==> src/hdl/htc_defines.vh <==
// constants for the humidity/temperature result path
`ifndef HTC_DEFINES_VH
`define HTC_DEFINES_VH

// resolution codes (two config bits)
`define HTC_RES_DEFAULT   2'h0
`define HTC_RES_8_12      2'h1
`define HTC_RES_10_13     2'h2
`define HTC_RES_11_11     2'h3

// resolution in bits per code, humidity and temperature
`define HTC_RH_BITS_0     5'h0c
`define HTC_RH_BITS_1     5'h08
`define HTC_RH_BITS_2     5'h0a
`define HTC_RH_BITS_3     5'h0b
`define HTC_T_BITS_0      5'h0e
`define HTC_T_BITS_1      5'h0c
`define HTC_T_BITS_2      5'h0d
`define HTC_T_BITS_3      5'h0b

// longest measurement durations in ms
`define HTC_RH_MS_12      7'h1d
`define HTC_RH_MS_8       7'h04
`define HTC_RH_MS_10      7'h09
`define HTC_RH_MS_11      7'h0f
`define HTC_T_MS_14       7'h55
`define HTC_T_MS_12       7'h16
`define HTC_T_MS_13       7'h2b
`define HTC_T_MS_11       7'h0b

// millisecond tick
`define HTC_MS_NS         1000000
`define HTC_CLK_PERIOD_NS 40
`define HTC_MS_CYCLES     (`HTC_MS_NS / `HTC_CLK_PERIOD_NS)

// result word layout, fifo size and ack slot bit index
`define HTC_WORD_W        16
`define HTC_STATUS_TYPE   1
`define HTC_FIFO_DEPTH    8
`define HTC_FIFO_AW       3
`define HTC_BIT_ACK       4'h8

`endif

==> src/hdl/htc_fifo.v <==
// synchronous result fifo with valid/ready on both sides
`timescale 1ns/1ns
module htc_fifo #(
  parameter WIDTH = 16,
  parameter DEPTH = 8,
  parameter AW    = 3
) (
  input  wire             clk_in,
  input  wire             rst_n_in,
  input  wire             in_valid_in,
  output wire             in_ready_out,
  input  wire [WIDTH-1:0] in_data_in,
  output wire             out_valid_out,
  input  wire             out_ready_in,
  output wire [WIDTH-1:0] out_data_out,
  output wire [AW:0]      level_out
);

  reg [WIDTH-1:0] mem [0:DEPTH-1];
  reg [AW-1:0]    wr_ptr;
  reg [AW-1:0]    rd_ptr;
  reg [AW:0]      count;

  wire push = in_valid_in & in_ready_out;
  wire pop  = out_valid_out & out_ready_in;

  assign in_ready_out  = (count != DEPTH[AW:0]);
  assign out_valid_out = (count != {(AW+1){1'b0}});
  assign out_data_out  = mem[rd_ptr];
  assign level_out     = count;

  always @(posedge clk_in) begin
    if (push) begin
      mem[wr_ptr] <= in_data_in;
    end
  end

  always @(posedge clk_in or negedge rst_n_in) begin
    if (!rst_n_in) begin
      wr_ptr <= {AW{1'b0}};
      rd_ptr <= {AW{1'b0}};
      count  <= {(AW+1){1'b0}};
    end else begin
      if (push) begin
        wr_ptr <= (wr_ptr == DEPTH[AW-1:0] - 1'b1) ? {AW{1'b0}} : wr_ptr + 1'b1;
      end
      if (pop) begin
        rd_ptr <= (rd_ptr == DEPTH[AW-1:0] - 1'b1) ? {AW{1'b0}} : rd_ptr + 1'b1;
      end
      if (push & ~pop) begin
        count <= count + 1'b1;
      end else if (pop & ~push) begin
        count <= count - 1'b1;
      end
    end
  end

endmodule // htc_fifo

==> src/hdl/htc_sensor_result.v <==
// sensor-side measurement timing, result words and two-wire byte output
`timescale 1ns/1ns
`include "htc_defines.vh"

// Contract
// - after reset, humidity uses 12 bits and temperature 14 bits until reconfigured.
// - result goes out as two bytes, high byte first, each MSB first.
// - every result byte is followed by one acknowledge bit slot.
// - measurement durations are the same under either protocol; waits not shortened.
module htc_sensor_result #(
  parameter MS_CYCLES = `HTC_MS_CYCLES
) (
  input  wire        clk_in,
  input  wire        rst_n_in,
  input  wire        meas_req_in,
  input  wire        meas_temp_in,
  input  wire        res_wr_in,
  input  wire [1:0]  res_code_in,
  input  wire [15:0] adc_sample_in,
  input  wire        scl_in,
  input  wire        sda_in,
  output wire        sda_out_out,
  output reg         sda_oe_out,
  output wire        meas_busy_out,
  output reg  [1:0]  res_code_out,
  output wire [3:0]  fifo_level_out
);

  // --------------------------------------------------------------
  // helper functions
  // --------------------------------------------------------------
  function [4:0] res_bits;
    input [1:0] code;
    input       is_temp;
    begin
      case ({is_temp, code})
        3'h0:    res_bits = `HTC_RH_BITS_0;
        3'h1:    res_bits = `HTC_RH_BITS_1;
        3'h2:    res_bits = `HTC_RH_BITS_2;
        3'h3:    res_bits = `HTC_RH_BITS_3;
        3'h4:    res_bits = `HTC_T_BITS_0;
        3'h5:    res_bits = `HTC_T_BITS_1;
        3'h6:    res_bits = `HTC_T_BITS_2;
        default: res_bits = `HTC_T_BITS_3;
      endcase
    end
  endfunction

  function [6:0] meas_ms;
    input [1:0] code;
    input       is_temp;
    begin
      case ({is_temp, code})
        3'h0:    meas_ms = `HTC_RH_MS_12;
        3'h1:    meas_ms = `HTC_RH_MS_8;
        3'h2:    meas_ms = `HTC_RH_MS_10;
        3'h3:    meas_ms = `HTC_RH_MS_11;
        3'h4:    meas_ms = `HTC_T_MS_14;
        3'h5:    meas_ms = `HTC_T_MS_12;
        3'h6:    meas_ms = `HTC_T_MS_13;
        default: meas_ms = `HTC_T_MS_11;
      endcase
    end
  endfunction

  // --------------------------------------------------------------
  // resolution configuration
  // --------------------------------------------------------------
  always @(posedge clk_in or negedge rst_n_in) begin
    if (!rst_n_in) begin
      res_code_out <= `HTC_RES_DEFAULT;
    end else if (res_wr_in) begin
      res_code_out <= res_code_in;
    end
  end

  // --------------------------------------------------------------
  // measurement timing and result word
  // --------------------------------------------------------------
  localparam M_IDLE = 2'h0;
  localparam M_RUN  = 2'h1;
  localparam M_PUSH = 2'h2;

  reg  [1:0]  m_state;
  reg  [1:0]  next_m_state;
  reg         m_temp;
  reg  [6:0]  ms_left;
  reg  [24:0] tick_cnt;
  reg  [15:0] result;
  wire        fifo_in_ready;
  wire        tick = (tick_cnt == MS_CYCLES[24:0] - 25'h1);
  wire [4:0]  nbits = res_bits(res_code_out, m_temp);
  wire [15:0] keep_mask = 16'hffff << (5'h10 - nbits);

  assign meas_busy_out = (m_state != M_IDLE);

  always @* begin
    next_m_state = m_state;
    case (m_state)
      M_IDLE: begin
        if (meas_req_in) begin
          next_m_state = M_RUN;
        end
      end
      M_RUN: begin
        if (tick && ms_left == 7'h01) begin
          next_m_state = M_PUSH;
        end
      end
      M_PUSH: begin
        if (fifo_in_ready) begin
          next_m_state = M_IDLE;
        end
      end
      default: next_m_state = M_IDLE;
    endcase
  end

  always @(posedge clk_in or negedge rst_n_in) begin
    if (!rst_n_in) begin
      m_state  <= M_IDLE;
      m_temp   <= 1'b0;
      ms_left  <= 7'h00;
      tick_cnt <= 25'h0;
      result   <= 16'h0000;
    end else begin
      m_state <= next_m_state;
      if (m_state == M_IDLE && meas_req_in) begin
        m_temp   <= meas_temp_in;
        ms_left  <= meas_ms(res_code_out, meas_temp_in);
        tick_cnt <= 25'h0;
      end else if (m_state == M_RUN) begin
        tick_cnt <= tick ? 25'h0 : tick_cnt + 25'h1;
        if (tick) begin
          ms_left <= ms_left - 7'h01;
        end
        if (tick && ms_left == 7'h01) begin
          // left-aligned sample, unused low bits zero, type in status bit
          result <= (adc_sample_in & keep_mask) | {14'h0000, ~m_temp, 1'b0};
        end
      end
    end
  end

  // --------------------------------------------------------------
  // result fifo
  // --------------------------------------------------------------
  wire        head_valid;
  wire [15:0] head_word;
  reg         fifo_pop;

  htc_fifo #(
    .WIDTH (`HTC_WORD_W),
    .DEPTH (`HTC_FIFO_DEPTH),
    .AW    (`HTC_FIFO_AW)
  ) u_fifo (
    .clk_in        (clk_in),
    .rst_n_in      (rst_n_in),
    .in_valid_in   (m_state == M_PUSH),
    .in_ready_out  (fifo_in_ready),
    .in_data_in    (result),
    .out_valid_out (head_valid),
    .out_ready_in  (fifo_pop),
    .out_data_out  (head_word),
    .level_out     (fifo_level_out)
  );

  // --------------------------------------------------------------
  // pin synchronisers and bus conditions
  // --------------------------------------------------------------
  reg scl_s1;
  reg scl_s2;
  reg scl_d;
  reg sda_s1;
  reg sda_s2;
  reg sda_d;

  always @(posedge clk_in or negedge rst_n_in) begin
    if (!rst_n_in) begin
      scl_s1 <= 1'b1;
      scl_s2 <= 1'b1;
      scl_d  <= 1'b1;
      sda_s1 <= 1'b1;
      sda_s2 <= 1'b1;
      sda_d  <= 1'b1;
    end else begin
      scl_s1 <= scl_in;
      scl_s2 <= scl_s1;
      scl_d  <= scl_s2;
      sda_s1 <= sda_in;
      sda_s2 <= sda_s1;
      sda_d  <= sda_s2;
    end
  end

  wire scl_rise  = scl_s2 & ~scl_d;
  wire scl_fall  = ~scl_s2 & scl_d;
  wire bus_start = scl_s2 & scl_d & sda_d & ~sda_s2;
  wire bus_stop  = scl_s2 & scl_d & ~sda_d & sda_s2;

  // --------------------------------------------------------------
  // byte output with acknowledge slots
  // --------------------------------------------------------------
  localparam L_IDLE = 1'b0;
  localparam L_SEND = 1'b1;

  reg       l_state;
  reg [3:0] bit_idx;
  reg       byte_sel;
  wire [7:0] cur_byte = byte_sel ? head_word[7:0] : head_word[15:8];
  wire       cur_bit  = cur_byte[3'h7 - bit_idx[2:0]];

  assign sda_out_out = 1'b0;

  always @(posedge clk_in or negedge rst_n_in) begin
    if (!rst_n_in) begin
      l_state    <= L_IDLE;
      bit_idx    <= 4'h0;
      byte_sel   <= 1'b0;
      sda_oe_out <= 1'b0;
      fifo_pop   <= 1'b0;
    end else begin
      fifo_pop <= 1'b0;
      if (bus_stop) begin
        l_state    <= L_IDLE;
        sda_oe_out <= 1'b0;
      end else if (bus_start) begin
        l_state    <= head_valid ? L_SEND : L_IDLE;
        bit_idx    <= 4'h0;
        byte_sel   <= 1'b0;
        sda_oe_out <= 1'b0;
      end else if (l_state == L_SEND) begin
        if (scl_fall) begin
          // pull low for a zero, release for a one or the ack slot
          sda_oe_out <= (bit_idx == `HTC_BIT_ACK) ? 1'b0 : ~cur_bit;
        end else if (scl_rise) begin
          if (bit_idx != `HTC_BIT_ACK) begin
            bit_idx <= bit_idx + 4'h1;
          end else if (!byte_sel && !sda_s2) begin
            byte_sel <= 1'b1;
            bit_idx  <= 4'h0;
          end else begin
            fifo_pop <= byte_sel;
            l_state  <= L_IDLE;
          end
        end
      end else begin
        sda_oe_out <= 1'b0;
      end
    end
  end

endmodule // htc_sensor_result

==> config.mk <==
export PLATFORM = sky130hd
export DESIGN_NAME = htc_sensor_result
export DESIGN_NICKNAME = d
export VERILOG_FILES = /design/src/hdl/htc_fifo.v /design/src/hdl/htc_sensor_result.v
export VERILOG_INCLUDE_DIRS = /design/src /design/src/hdl
export SDC_FILE = /design/constraint.sdc
export NUM_CORES = 1
export LEC_CHECK = 0
export ABC_AREA = 1
export CAP_MARGIN = 10
export CORE_MARGIN = 2
export CORE_UTILIZATION = 64
export DETAILED_ROUTE_END_ITERATION = 6
export DONT_BUFFER_PORTS = 1
export PLACE_DENSITY = 0.8
export SLEW_MARGIN = 25
export SYNTH_ARGS = -nofsm -noshare
export SYNTH_HDL_FRONTEND = slang
export SYNTH_SLANG_ARGS = --single-unit
==> constraint.sdc <==
create_clock -name clk_in -period 2.6 [get_ports clk_in]
set_clock_uncertainty 0.2 [all_clocks]
set_input_delay 0.52 -clock clk_in [delete_from_list [all_inputs] [get_ports clk_in]]
set_output_delay 0.52 -clock clk_in [all_outputs]
set_load 0.02 [all_outputs]
# Yosys cells after proc, flatten, opt, wreduce, memory -nomap -nowiden
# Memories as Yosys holds them, arrays and structs flattened.
# Index checks and enable logic that the tools add are counted.
[op_classes]
n_addsub = 9
magnitude_cmp = 1
n_eq_ne = 26
shifts = 1
mux = 53
n_bitwise = 23
n_reduce_logical = 23
[ops]
columns = ["op", "n"]
rows = [
  ["25-bit 2-to-1 mux", 3],
  ["7-bit one-hot mux with 7 select lines", 1],
  ["4-bit 2-to-1 mux", 8],
  ["1-bit 2-to-1 mux", 29],
  ["25-bit by 1-bit adder with 25-bit output (second input constant)", 1],
  ["25-bit by 15-bit equality test with 1-bit output (second input constant)", 1],
  ["3-bit equality test (second input constant)", 8],
  ["7-bit 2-to-1 mux", 3],
  ["16-bit AND", 1],
  ["16-bit by 2-bit bitwise OR with 16-bit output", 1],
  ["16-bit by 5-bit left shift with 16-bit output (first input constant)", 1],
  ["3-bit one-hot mux with 5 select lines", 1],
  ["2-bit nonzero test", 7],
  ["4-bit != test (second input constant)", 3],
  ["1-bit AND", 11],
  ["1-bit inverter", 10],
  ["3-bit by 2-bit equality test with 1-bit output (second input constant)", 3],
  ["4-bit by 1-bit adder with 4-bit output (second input constant)", 2],
  ["8-bit 2-to-1 mux", 1],
  ["2-bit != test (second input constant)", 4],
  ["7-bit by 1-bit equality test with 1-bit output (second input constant)", 1],
  ["7-bit by 1-bit subtractor with 7-bit output (second input constant)", 1],
  ["3-bit by 1-bit adder with 3-bit output (second input constant)", 2],
  ["3-bit by 1-bit equality test with 1-bit output (second input constant)", 2],
  ["23 further kinds", 31],
]
[word_totals]
register_bits = 77
ramBits = 128
input_bits = 25
out_inout_bits = 9
wordCells = 157
memories = 1
[mem_list]
columns = ["name", "depth", "width", "read_ports", "rd_clocked_by_memory_dff", "wr", "line", "source"]
rows = [
  ["u_fifo.mem", 8, 16, 1, 0, 1, "htc_fifo.v:19", "reg [WIDTH-1:0] mem [0:DEPTH-1];"],
]

# Longest topological paths before layout
# An unclocked memory read counts as a cell.
[logic_depth]
depth_word = 10
mapped_depth = 15
mapped_depth_nobuf = 14

# Cells and area by module
# A second synthesis with hierarchy kept.
[unflattened]
hier_cells = 1220
hier_area_um2 = 10342.4
[by_module_without_submodules]
columns = ["module", "instances", "cells_each", "area_per_inst_um2", "seq_area_each_um2"]
rows = [
  ["htc_fifo", 1, 638, 6118.4, 4093.9],
  ["htc_sensor_result", 1, 582, 4224.1, 1684.1],
]

# Worst setup path before layout
# Ideal clock, no wire load.
[synth_path]
path_kind = "flip-flop to flip-flop"
from = "reg u_fifo.count[0] (netlist: u_fifo.level_out[0])"
to = "reg u_fifo.count[3] (netlist: u_fifo.level_out[3])"
setup_time_ps = 132
arrival_time_ps = 2213
required_ps = 2268
setup_slack_ps = 55
stages_incl_launch_ff = 14
path_buffers = 1
period_less_slack_ps = 2545
path_cell_list = "dfrtp_1 nor2_1 nand3_1 and3_1 clkbuf_1 ha_1 inv_1 ha_1 a21o_1 a21oi_1 nand2_1 nand2_1 nor2_1 xor2_1"
[synth_via]
elab_chain_len = 5
word_cells_on_any_way = 13
classes_between = "2 x add/sub; 1 x eq/ne; 2 x mux; 6 x bitwise; 2 x reduce/logical"
[synth_rtl]
columns = ["element", "line", "source"]
rows = [
  ["start, declared", "htc_fifo.v:22", "reg [AW:0] count;"],
  ["start signal, assigned", "htc_fifo.v:42", "count <= {(AW+1){1'b0}};"],
  ["start signal, assigned", "htc_fifo.v:51", "count <= count + 1'b1;"],
  ["start signal, assigned", "htc_fifo.v:53", "count <= count - 1'b1;"],
  ["4-bit != test (*)", "htc_fifo.v:27", "assign in_ready_out = (count != DEPTH[AW:0]);"],
  ["1-bit AND (*)", "htc_fifo.v:24", "wire push = in_valid_in & in_ready_out;"],
  ["named net u_fifo.push", "htc_fifo.v:24", ""],
  ["1-bit inverter", "htc_fifo.v:52", "end else if (pop & ~push) begin"],
  ["1-bit AND", "htc_fifo.v:52", ""],
  ["2-bit nonzero test (no source line)", "--", ""],
]
# The timed path passes the listed nets; every way through them passes the cells marked *. The select of a mux whose other input is x is not followed.
# A chain may end at the register's enable or synchronous reset.

# Final worst setup path
[layout_path]
from = "reg u_fifo.count[2] (netlist: u_fifo.level_out[2])"
to = "reg u_fifo.count[3] (netlist: u_fifo.level_out[3])"
[layout_via]
elab_chain_len = 5
word_cells_on_any_way = 13
classes_between = "2 x add/sub; 1 x eq/ne; 2 x mux; 6 x bitwise; 2 x reduce/logical"
[layout_rtl]
columns = ["element"]
rows = [
  ["parallel branches: the longest is 5 deep, another holds 4-bit by 1-bit subtractor with 4-bit output"],
]
# Parallel ways; which one is timed is not known. The select of a mux whose other input is x is not followed.

==> results.md <==
Outcome:
- The flow ran to the end, and the final reports show no timing, DRC or antenna violations.

Global routing:
- The total global-route track usage is 26.8%.
- The number of global-route vias before repair is 6804.
- For met2 alone, demand over resource in global routing was 44.1%.
- met2 is the most crowded layer.
- The initial antenna violation count is 0.
- The met3 demand-to-capacity share in global routing is 4.38%.
- The first global-routing pass estimated 33.9 mm of wire.
- Entering global routing, the biggest net connects 78 pins.
- Summed over all layers, the global routing overflow is 0.
- The global-route met1 utilization is between 30% and 40%.

CTS:
- The clock sink total is just over 200.
- The clock-pin slew reported for the worst setup and hold paths after clock tree synthesis is 0.06 ns.
- The number of buffers on the longest clock path is 3.
- Gates resized during post-CTS repair numbered 0.
- TritonCTS built the clock tree.
- In this run, CTS created clock tree buffers numbering 21.
- Post-CTS timing repair inserted 0 buffers for setup.
- In this run the number of H-tree levels came out at 1.
- Clock tree synthesis selected as its root buffer the cell clkbuf_16.
- The clock network latency to the later pin of the worst-skew pair is 0.50 ns.

Worst setup path:
- STA classifies the critical path startpoint as a flip-flop.
- The critical setup path kind is flip-flop to flip-flop.
- The top fanout value on the critical path is 5.
- STA puts the critical path data required time at 2.77 ns.
- The critical path starts at u_fifo.level_out[2].
- The endpoint type of the worst setup path is a flip-flop.
- The worst setup slack for register-to-register paths is between 0.15 and 0.2 ns.
- The reg-to-reg critical path startpoint is u_fifo.level_out[2].
- For the worst setup path, the data arrival time is 2.58 ns.
- For the worst flop-to-flop path, the logic depth is 12.
- The worst register-to-register path ends at u_fifo.level_out[3].

STA:
- Adding up every negative setup slack in the final design gives 0 ns.
- The actual transition at the worst max-transition pin is ~0.59 ns.
- The final critical-path required period is 2.41 ns.
- The count of pins over their slew limit is 0.
- Setup repair after global routing left no endpoint under its margin.
- The number of failing setup endpoints in the final timing report is 0.
- The final critical path takes up roughly 93% of the cycle.
- The number of endpoints with negative hold slack in the final report is 0.
- Hold timing on the final database bottoms out at a slack of 0.0109 ns.
- The worst path setup slack after routing is 0.187 ns.
- The achievable clock frequency is 414 MHz.
- The relative slew slack is 60.8%.

Logic synthesis:
- The total nets after synthesis is 1007.
- The number of unique standard cell types used by synthesis is 52.
- The simple-gate area share of the yosys netlist is between 20% and 30%.
- The leading register cell type out of synthesis is edfxtp_1.
- The sequential share of the synthesized area is ~60%.
- The warning count from the yosys run is 0.
- The synthesized netlist devotes 2.19% of its cell area to adder and majority cells.
- The dominant combinational cell family by area after synthesis is simple AND/OR/NAND/NOR gates.
- Summing the areas of all xor and xnor instances in the mapped netlist gives under 10% of the synthesized area.
- The count of flip-flops with a built-in enable after synthesis is 128.
- The synthesized flop and latch total is 205.
- The async set or reset register ratio after synthesis is 37.6%.
- The synthesized instance count is 966.
- Summing every instance area after synthesis gives 0.00950 mm^2.
- Measured against the total synthesized area, the mux share comes to 0%.
- The per-instance average area after synthesis is approximately 10 um^2.
- Summing the areas of all compound-gate instances in the mapped netlist gives 6.81% of the synthesized area.

Power and ir drop:
- The share of power burned in registers is 50.7%.
- In this run the power density over the cells is 682 mW/mm^2.
- The clock share of power is 41.5%.
- The part of the total power dissipated in combinational logic is 7.8%.
- The total leakage power is 4.68 nW.
- The peak supply drop is 0.000557 V.
- The switching power share of the total is 23.4%.
- The total net switching power is about 1.7 mW.
- The design draws 7.27 mW.
- The internal power of the cells totals 5.57 mW.

Placed design:
- Prior to clock tree synthesis, the placed netlist has a worst setup slack of between 0.15 and 0.2 ns.
- The weighted congestion reported at the end of routability-driven placement is 0.832.
- After detailed placement, the total cell area comes to about 0.01 mm^2.
- The number of port buffers is 0.
- The HPWL after detailed placement is 12.9 mm.
- Counting tap cells, the placed design contains a total of 1145 instances.

Final layout:
- The final instance count without filler cells is 1200.
- From synthesis to final layout, the design area changed by 12.0%.
- The fraction of final layout cells with drive strength greater than 1 is between 10% and 20%.
- 0 antenna diodes ended up in the layout.
- Cells fill between 70% and 80% of the core in the end.
- Counting the fill cells in the layout gives 976.
- The final layout net count is 1042.
- The summed area of non-filler cells in the final layout is 0.0106 mm^2.

Route:
- The number of antenna-violating nets in the routed design is 0.
- The final wirelength is between 20 and 25 mm.
- The first-iteration detailed-routing DRC count is 691.
- The routed layout has 6894 vias.
- For this run, design rule violations remaining after detail routing come to 0.
- After detailed routing, the number of vias per cell comes to 5.75.
- The count of TritonRoute iterations in the first routing pass is 5.
- In the final routed layout, each cell accounts on average for 17.3 um.

Die:
- In this run the horizontal extent of the chip is 126 um.
- The initial utilization of the core area, before any placement, comes to 65.4%.
- The vertical die dimension is approximately 130 um.
- The number of top-level pins is 34.
- The area of the die is 0.0158 mm^2.
- The floorplan has 44 rows.
- The total area inside the core boundary comes to 0.0145 mm^2.

Min path:
- The worst hold path startpoint is meas_temp_in.
- The worst hold path endpoint is m_temp.
- The count of cells along the worst hold path is 2.
- The worst hold path belongs to the class primary input to flip-flop.

Job:
- The total of max-cap violations is 0.
-- flip-flops by register name (all words and copies together) (netlist names), 2 cells and up --
| register | flops |
|---|---|
| ms_left | 7 |
| bit_idx | 4 |
| res_code_out | 2 |
| m_state | 2 |
| u_fifo.mem | 128 |
| result | 16 |
| tick_cnt | 25 |
| u_fifo.rd_ptr | 3 |
| u_fifo.level_out | 4 |
| u_fifo.wr_ptr | 3 |
-- cells in the mapped netlist, types with 7 or more instances --
cell type  number  area share, %
nand2_1       289             11
edfxtp_1      128             40
nand3_1       118            6.2
inv_1          80            3.2
dfrtp_1        71             19
nor2_1         55            2.2
o21ai_0        32            1.7
a21oi_1        19            1.0
buf_2          16           0.84
ha_1           15            2.0
o21ai_2        13            1.2
inv_2          10           0.39
nor3_1          9           0.47
o21ai_1         9           0.47
clkbuf_1        7           0.28
-- cells in the final DEF (no fill, tap or decap), types with 3 or more instances in the layout --
| master | netlist | final |
|---|---|---|
| nor2_1 | 55 | 55 |
| clkinv_2 | 1 | 5 |
| edfxtp_1 | 128 | 128 |
| o21ai_1 | 9 | 9 |
| dfrtp_1 | 71 | 70 |
| o21ai_0 | 32 | 32 |
| o21ai_2 | 13 | 13 |
| nor4_1 | 4 | 4 |
| buf_4 | 6 | 26 |
| clkbuf_1 | 7 | 4 |
| o22ai_1 | 4 | 4 |
| nor3_2 | 5 | 5 |
| nand3_1 | 118 | 118 |
| nand4_1 | 3 | 3 |
| clkinv_1 | 2 | 3 |
| nand2_1 | 289 | 289 |
| xor2_1 | 5 | 5 |
| clkbuf_16 | 0 | 21 |
| inv_2 | 10 | 10 |
| nor2_4 | 5 | 5 |
| o211ai_1 | 6 | 6 |
| dfstp_2 | 6 | 6 |
| o31ai_1 | 4 | 4 |
| nor2_2 | 6 | 6 |
| nor3_1 | 9 | 9 |
| clkbuf_8 | 0 | 4 |
| inv_1 | 80 | 80 |
| ha_1 | 15 | 15 |
| a21oi_1 | 19 | 19 |
| xnor2_1 | 4 | 4 |
| nand2_2 | 5 | 5 |
| dlygate4sd3_1 | 0 | 16 |
-- cells by family after synthesis --
family                   count (synthesis)
XOR/XNOR                                10
AO/OA/AOI/OAI                          102
flip-flops                             205
buffers and inverters                  125
other                                    1
AND/OR/NAND/NOR                        507
adder cells (fa/ha/maj)                 16
-- critical path: stages, from the launching register on --
cell	delay, ns
dfrtp_1	0.53
inv_1	0.07
nand3_1	0.10
and3_1	0.18
ha_1	0.19
inv_1	0.10
ha_1	0.27
a21o_1	0.17
a21oi_1	0.17
nand2_1	0.07
nand2_1	0.06
nor2_1	0.04
xor2_1	0.13
-- worst max path at each step --
stage / cells after the start / endpoint
floorplan: 13 / u_fifo.level_out[3]
global placement: 12 / u_fifo.level_out[3]
detailed placement: 12 / u_fifo.level_out[3]
CTS: 12 / u_fifo.level_out[3]
global route: 12 / u_fifo.level_out[3]
finish: 12 / u_fifo.level_out[3]
-- power groups by stage --
| stage | sequential, mW | combinational [mW] | clock, mW |
|---|---|---|---|
| finish | 3.68 | 0.569 | 3.02 |
| global route | 3.70 | 0.646 | 3.16 |
| CTS | 3.68 | 0.567 | 3.05 |
| detailed placement | 3.74 | 0.513 | 0 |
| global placement | 3.74 | 0.498 | 0 |
| floorplan | 3.71 | 0.412 | 0 |
-- metal layers --
metal,wire length [um],up-vias
li1,-,3309
met1,8440,3228
met2,10000,296
met3,1650,61
met4,663,0
met5,0,-
-- layout make-up --
| class | instances | area [um^2] | area share [%] |
|---|---|---|---|
| multi-input combinational | 636 | 3190 | 30.0 |
| timing repair buffer | 44 | 403 | 3.78 |
| clock inverter | 9 | 100 | 0.940 |
| inverter | 93 | 350 | 3.29 |
| clock buffer | 29 | 596 | 5.59 |
| sequential | 205 | 5780 | 54.3 |
| tap | 184 | 230 | 2.16 |
-- timing repair --
| item | 4_1_cts | 5_1_grt |
|---|---|---|
| setup endpoints to repair | 0 | 0 |
| hold buffers | 17 | 0 |
| hold endpoints to repair | 91 | 0 |
No activity file was read; power rests on OpenSTA's default activity.
